===== src/inc/iobe_pkg.sv =====
// Shared types and constants for the increment, inclusive-OR and jump execution block.
package iobe_pkg;

  // ==========================================================================
  // Widths and field positions
  // ==========================================================================
  localparam int DATA_W      = 8;
  localparam int ADDR_W      = 7;
  localparam int LIT_W       = 11;
  localparam int PC_W        = 13;
  localparam int LATCH_HI    = 4;
  localparam int LATCH_LO    = 3;
  localparam int PC_LIT_HI   = 10;

  // ==========================================================================
  // Encodings, steps and reset values
  // ==========================================================================
  localparam logic            DEST_W     = 1'h0;
  localparam logic            DEST_F     = 1'h1;
  localparam logic [7:0]      INC_STEP   = 8'h01;
  localparam logic [7:0]      DATA_ZERO  = 8'h00;
  localparam logic [12:0]     PC_STEP    = 13'h0001;
  localparam logic [12:0]     PC_RESET   = 13'h0000;
  localparam logic [7:0]      W_RESET    = 8'h00;
  localparam logic            ZERO_RESET = 1'h0;
  localparam logic [1:0]      SYNC_RESET = 2'h0;
  localparam logic [1:0]      SYNC_FILL  = 2'h1;

  // ==========================================================================
  // Types
  // ==========================================================================
  typedef enum logic [2:0] {
    IOBE_OP_NONE,
    IOBE_OP_INC_SKIP,
    IOBE_OP_INC,
    IOBE_OP_JUMP,
    IOBE_OP_OR_LIT,
    IOBE_OP_OR_FILE
  } iobe_op_t;

  typedef enum logic [0:0] {
    IOBE_EXEC,
    IOBE_FLUSH
  } iobe_phase_t;

  typedef struct packed {
    logic                valid;
    iobe_op_t            op;
    logic [ADDR_W-1:0]   file_addr;
    logic                dest;
    logic [LIT_W-1:0]    literal;
  } iobe_instr_t;

  typedef struct packed {
    logic                we;
    logic [ADDR_W-1:0]   addr;
    logic [DATA_W-1:0]   data;
  } iobe_file_wr_t;

  typedef struct packed {
    iobe_phase_t         phase;
    logic                skip_adv;
    logic [DATA_W-1:0]   w;
    logic                zero;
    logic [PC_W-1:0]     pc;
    iobe_file_wr_t       file_wr;
  } iobe_state_t;

endpackage : iobe_pkg


===== src/rtl/iobe_alu.sv =====
// Result and zero detection for the increment and inclusive-OR operations.
`timescale 1ns/1ns
module iobe_alu
  import iobe_pkg::*;
(
  // Operation select
  input  wire iobe_op_t          op,
  // Operands
  input  wire logic [DATA_W-1:0] w_val,
  input  wire logic [DATA_W-1:0] f_val,
  input  wire logic [DATA_W-1:0] lit_val,
  // Result
  output logic      [DATA_W-1:0] result,
  output logic                   zero
);

  // ==========================================================================
  // Datapath
  // ==========================================================================
  always_comb begin
    case (op)
      IOBE_OP_INC_SKIP,
      IOBE_OP_INC:     result = f_val + INC_STEP;
      IOBE_OP_OR_LIT:  result = w_val | lit_val;
      IOBE_OP_OR_FILE: result = w_val | f_val;
      default:         result = DATA_ZERO;
    endcase
    // Zero is judged on the full eight bits; an increment of all ones wraps to zero.
    zero = (result == DATA_ZERO);
  end

endmodule : iobe_alu


===== src/rtl/iobe_exec.sv =====
// Execution unit for increment, increment-skip, inclusive OR and jump instructions.
// Overview of operation
// - Increment-and-skip adds one to the file register, writes the chosen destination and leaves flags alone.
// - A zero increment-and-skip result squashes the next instruction, so it spends two instruction cycles.
// - Jump loads its 11-bit literal into program counter bits 10 to 0.
// - Jump copies high latch bits 4 and 3 into program counter bits 12 and 11.
// - Jump is unconditional, takes two instruction cycles and changes no flag.
// - OR-with-literal ORs the accumulator with the 8-bit literal into the accumulator and updates zero.
// - Plain increment adds one to the file register, stores at the destination and updates zero, with no skip.
// - OR-with-file ORs the accumulator with the file register into the destination and updates zero.
// - Destination bit 0 sends the result to the accumulator and bit 1 back to the file register.
`timescale 1ns/1ns
module iobe_exec
  import iobe_pkg::*;
(
  // Clock and reset
  input  wire logic                  CLK,
  input  wire logic                  RST_B,
  // Instruction from the decoder
  input  wire iobe_instr_t           INSTR,
  output logic                       READY,
  // Register file read port
  output logic      [ADDR_W-1:0]     FILE_RD_ADDR,
  input  wire logic [DATA_W-1:0]     FILE_RD_DATA,
  // Program counter high latch
  input  wire logic [DATA_W-1:0]     PC_HIGH_LATCH,
  // Register file write port
  output iobe_file_wr_t              FILE_WR,
  // Architectural state
  output logic      [DATA_W-1:0]     W,
  output logic                       ZERO,
  output logic      [PC_W-1:0]       PC
);

  // ==========================================================================
  // Reset synchroniser
  // ==========================================================================
  logic [1:0]        rst_sync_reg;
  logic              rst_n;

  always_ff @(posedge CLK or negedge RST_B) begin
    if (!RST_B) begin
      rst_sync_reg <= SYNC_RESET;
    end else begin
      rst_sync_reg <= {rst_sync_reg[0], SYNC_FILL[0]};
    end
  end

  assign rst_n = rst_sync_reg[1];

  // ==========================================================================
  // Datapath
  // ==========================================================================
  iobe_state_t       state_reg;
  iobe_state_t       state_next;
  logic [DATA_W-1:0] alu_result;
  logic              alu_zero;
  logic              taken;

  iobe_alu u_alu (
    .op      (INSTR.op),
    .w_val   (state_reg.w),
    .f_val   (FILE_RD_DATA),
    .lit_val (INSTR.literal[DATA_W-1:0]),
    .result  (alu_result),
    .zero    (alu_zero)
  );

  // The squash cycle refuses a new instruction instead of buffering it; the decoder holds it.
  assign READY        = (state_reg.phase == IOBE_EXEC);
  assign taken        = INSTR.valid && READY;
  assign FILE_RD_ADDR = INSTR.file_addr;

  // ==========================================================================
  // Next-state logic
  // ==========================================================================
  always_comb begin
    state_next            = state_reg;
    state_next.file_wr.we = 1'h0;
    case (state_reg.phase)
      IOBE_EXEC: begin
        if (taken) begin
          state_next.pc = state_reg.pc + PC_STEP;
          case (INSTR.op)
            IOBE_OP_INC_SKIP,
            IOBE_OP_INC,
            IOBE_OP_OR_FILE: begin
              if (INSTR.dest == DEST_F) begin
                state_next.file_wr = '{we: 1'h1, addr: INSTR.file_addr, data: alu_result};
              end else begin
                state_next.w = alu_result;
              end
              if (INSTR.op == IOBE_OP_INC_SKIP) begin
                // Flags stay as they are; only the skip looks at the result.
                if (alu_zero) begin
                  state_next.phase    = IOBE_FLUSH;
                  state_next.skip_adv = 1'h1;
                end
              end else begin
                state_next.zero = alu_zero;
              end
            end
            IOBE_OP_OR_LIT: begin
              state_next.w    = alu_result;
              state_next.zero = alu_zero;
            end
            IOBE_OP_JUMP: begin
              state_next.pc[PC_LIT_HI:0]    = INSTR.literal;
              state_next.pc[PC_W-1:LIT_W]   = PC_HIGH_LATCH[LATCH_HI:LATCH_LO];
              state_next.phase              = IOBE_FLUSH;
              state_next.skip_adv           = 1'h0;
            end
            default: begin
            end
          endcase
        end
      end
      IOBE_FLUSH: begin
        // The fetched instruction is dropped; a skip also steps over its address.
        state_next.phase = IOBE_EXEC;
        if (state_reg.skip_adv) begin
          state_next.pc = state_reg.pc + PC_STEP;
        end
        state_next.skip_adv = 1'h0;
      end
      default: begin
        state_next.phase = IOBE_EXEC;
      end
    endcase
  end

  always_ff @(posedge CLK or negedge rst_n) begin
    if (!rst_n) begin
      state_reg.phase    <= IOBE_EXEC;
      state_reg.skip_adv <= 1'h0;
      state_reg.w        <= W_RESET;
      state_reg.zero     <= ZERO_RESET;
      state_reg.pc       <= PC_RESET;
      state_reg.file_wr  <= '0;
    end else begin
      state_reg <= state_next;
    end
  end

  assign FILE_WR = state_reg.file_wr;
  assign W       = state_reg.w;
  assign ZERO    = state_reg.zero;
  assign PC      = state_reg.pc;

  logic        take_skip;
  logic        take_inc;
  logic        take_jump;
  logic        take_orl;
  logic        take_orf;
  logic [10:0] lit_sig;
  logic [1:0]  latch_sig;

  assign take_skip = taken && (INSTR.op == IOBE_OP_INC_SKIP);
  assign take_inc  = taken && (INSTR.op == IOBE_OP_INC);
  assign take_jump = taken && (INSTR.op == IOBE_OP_JUMP);
  assign take_orl  = taken && (INSTR.op == IOBE_OP_OR_LIT);
  assign take_orf  = taken && (INSTR.op == IOBE_OP_OR_FILE);
  assign lit_sig   = INSTR.literal;
  assign latch_sig = PC_HIGH_LATCH[LATCH_HI:LATCH_LO];
endmodule : iobe_exec


===== config.mk =====
export PLATFORM = sky130hd
export DESIGN_NAME = iobe_exec
export DESIGN_NICKNAME = d
export VERILOG_FILES = /design/src/inc/iobe_pkg.sv /design/src/rtl/iobe_alu.sv /design/src/rtl/iobe_exec.sv
export SDC_FILE = /design/constraint.sdc
export NUM_CORES = 1
export LEC_CHECK = 0
export BUFFER_PORTS_ARGS = -buffer_cell sky130_fd_sc_hd__clkbuf_2
export CAP_MARGIN = 20
export CORE_ASPECT_RATIO = 1.4
export CORE_UTILIZATION = 37
export CTS_BUF_LIST = sky130_fd_sc_hd__clkbuf_2
export DETAILED_ROUTE_END_ITERATION = 12
export PLACE_DENSITY = 0.67
export SLEW_MARGIN = 10
export SYNTH_ARGS = -nofsm -noshare
export SYNTH_HDL_FRONTEND = slang
export SYNTH_SLANG_ARGS = --single-unit

===== constraint.sdc =====
create_clock -name CLK -period 1.8 [get_ports CLK]
set_input_delay 0.18 -clock CLK [delete_from_list [all_inputs] [get_ports CLK]]
set_output_delay 0.18 -clock CLK [all_outputs]
set_load 0.005 [all_outputs]

==> results.ini <==
[clock_network]
cts_buffers=5
ctsLongestPathBuffers=2
clk_latency_ns=0.42
cts_max_level=2
cts_tree=built
cts.clk_slew.worst_paths_ns=0.22
cts.sinks=42
clock-root-buffer=clkbuf_2

[placed_design]
dp.cells=442
gp_congestion=0.8212
placed_cell_area_sq_mm=0.003068
post-dp-hpwl_microns=4970
io_buffers=80

[setup_path]
crit_type=reg2reg
r2r_setup_slack_ns=0.08
cp-end-kind=flip-flop
path_max_fanout=4
cp-start-kind=flip-flop
r2r_start=W[1]
cp_data_arrival_time_ns=2.05
worst-endpoint-required_ns=2.13
r2r.worst_path.cells=5
reg2reg_to=state_reg[38]

[floorplan]
num_rows=36
die_area_sq_mm=0.007738
start_util=0.3864
die_h_microns=103.7
io_pins=87
die_w_microns=74.63
core_sq_mm=0.007072

[finish]
area_delta_synth_final_pct=18.96
fin_util=0.4597
largest_reg_flops=16
instances_no_fill=460
num_antenna_cells=0
fillers=703
final_cell_area_sq_mm=0.003251
drive_gt1_frac=0.3973
nets=407

[timing]
tns_ns=0
finalCriticalPeriod_ns=1.718
whs_ns=0.02144
worstMarginPinSlew_ns=0.5421
fin_skew_ns=0.01057
rsz0062_at_grt=yes
clock.fmax_mhz=582.0
slew-limit-headroom=0.6386
slew_violations=0
setup_viol=0
hold_violations=0
fin_crit_sh=0.9546

[synth]
syn_inst=297
synth.cell_area_sq_mm=0.002733
yosys_warnings=0
synth_top_flop_cell=dfrtp_1
yosysSeqAreaShare=0.3846
yosys.area.top_type=dfrtp_1
synth_common_cells=buf_4 (46), dfrtp_1 (42), a21oi_1 (30), o21ai_0 (27), nor2_1 (25)
ys_seq_elements=42
ys_top_cells_by_area=dfrtp_1 (38%), buf_4 (13%), mux2_2 (7.8%)
synth_area_per_cell_sq_um=9.201
synth_fp_nets=340
synth.top_cell.area_share=0.3846
synth.distinct_cells=49
synth.most_common_cell=buf_4
ys_async_sr_fraction=1.000
synth_edf_count=0

[global_route]
met1_usage=0.2062
grt_max_degree=41
grtUsageTotal=0.1782
antenna_found_initial=0
gr-total-overflow=0
grt_pass1_wl_microns=10660
grtUsageMet2=0.3076
top_usage_layer=met2
met3_usage=0.03599
grt_pass1_vias=2278

[pwr]
p_switching_mw=0.8745
p_sw_frac=0.3257
clockPowerShare=0.214
p_int_mw=1.810
seqPwrFrac=0.479
p_per_area_mw_per_mm2=825.9
vdd_drop_max_uv=424.6
pwr-share-comb=0.307
p_leak_nw=1.526

[route]
drt-initial-drc-count=128
firstDrtPassIters=4
viasPerCell=5.196
vias=2390
wire_per_inst_microns=14.39
drc_errors=0
drt-total-wl_microns=6618
ant_nets=0

[run]
cap_violations=0

[status]
status=finished, final reports clean

[worst_hold_path]
holdPathEnd=PC[10]
holdCritPathClass=in2reg
min_path_cells=3
min-delay-start=INSTR[10]

worst max-delay path, stage by stage (launching register included):
cell and delay, ns:
dfrtp_1 0.47, o41ai_2 0.32, o211ai_1 0.19, nor4b_4 0.36, and3_1 0.22, o21ai_1 0.07
logic make-up (layout without fill, tap and decap cells):
| family | count (synthesis) | in the layout | share of synthesized area |
|---|---|---|---|
| multiplexers | 22 | 22 | 0.09112 |
| buffers and inverters | 62 | 130 | 0.1548 |
| AND/OR/NAND/NOR | 84 | 84 | 0.1703 |
| adder cells (fa/ha/maj) | 2 | 2 | 0.009156 |
| XOR/XNOR | 7 | 7 | 0.02244 |
| flip-flops | 42 | 42 | 0.3846 |
| other | 1 | 1 | 0.001372 |
| AO/OA/AOI/OAI | 77 | 77 | 0.1662 |
worst max-delay path by stage:
stage / slack (ns) / cells past startpoint / from / end
after floorplan: 0.17 / 5 / state_reg[39] / FILE_WR[11]
after global routing: -0.01 / 5 / W[1] / state_reg[38]
after global placement: -0.05 / 8 / FILE_RD_DATA[1] / state_reg[38]
after detailed placement: -0.14 / 8 / FILE_RD_DATA[1] / ZERO
final: 0.08 / 5 / W[1] / state_reg[38]
after CTS: 0.01 / 7 / PC[1] / PC[12]
timing repair:
action                                  4_1_cts  5_1_grt
endpoints found under the setup margin        0        6
hold endpoints to repair                      9        0
buffers inserted                              0        1
hold buffers                                  9        0
resized for setup                             0        4
cell type report:
cell class / instances / area [sq um] / area share
Clock buffer: 6 / 30.03 / 0.009238
Clock inverter: 2 / 37.54 / 0.01155
Multi-Input combinational cell: 193 / 1276 / 0.3926
Sequential cell: 42 / 1052 / 0.3237
Inverter: 4 / 15.01 / 0.004619
Timing Repair Buffer: 118 / 720.7 / 0.2217
Tap cell: 95 / 118.9 / 0.03657
layer usage:
layer  share of wire  routed length (microns)
met5               0                        0
met1            0.42                     2768
met4           0.030                      196
met2            0.50                     3324
met3           0.050                      329
placed cells by master, fill, tap and decap left out, types with 2 or more instances in the layout:
cell type | netlist | layout
clkbuf_2 | 1 | 86
dfrtp_1 | 42 | 41
a21oi_1 | 30 | 30
buf_4 | 46 | 28
o21ai_0 | 27 | 27
nor2_1 | 25 | 24
mux2_2 | 19 | 19
nand2_1 | 11 | 11
dlygate4sd3_1 | 0 | 9
nor2b_1 | 8 | 8
nand3_1 | 8 | 7
and3_1 | 7 | 7
xnor2_1 | 5 | 5
inv_1 | 4 | 4
a211oi_1 | 5 | 4
nor3_1 | 4 | 4
nand4_1 | 3 | 3
and2b_1 | 3 | 3
or3_1 | 2 | 2
xor2_1 | 2 | 2
o2111ai_1 | 2 | 2
mux2i_1 | 2 | 2
nor4bb_1 | 2 | 2
nor4b_1 | 2 | 2
nand3_2 | 1 | 2
o21a_1 | 2 | 2
nor3b_1 | 2 | 2
ha_1 | 2 | 2
through the flow:
| stage | total power, mW | setup slack [ns] |
|---|---|---|
| after detailed placement | 2.108 | -0.1411 |
| after CTS | 2.697 | 0.01085 |
| final | 2.685 | 0.08175 |
| after global routing | 2.861 | -0.01042 |
| after global placement | 2.085 | -0.04769 |
| after floorplan | 1.941 | 0.1671 |
power by group through the flow:
| stage | clock network, mW | registers [mW] | logic [mW] |
|---|---|---|---|
| 2_1_floorplan | 0 | 1.27 | 0.667 |
| 3_3_place_gp | 0 | 1.30 | 0.788 |
| 4_1_cts | 0.589 | 1.29 | 0.819 |
| 5_1_grt | 0.625 | 1.32 | 0.917 |
| 6_report | 0.574 | 1.29 | 0.824 |
| 3_5_place_dp | 0 | 1.31 | 0.801 |
Note: power is estimated with default switching activity, not from simulation.
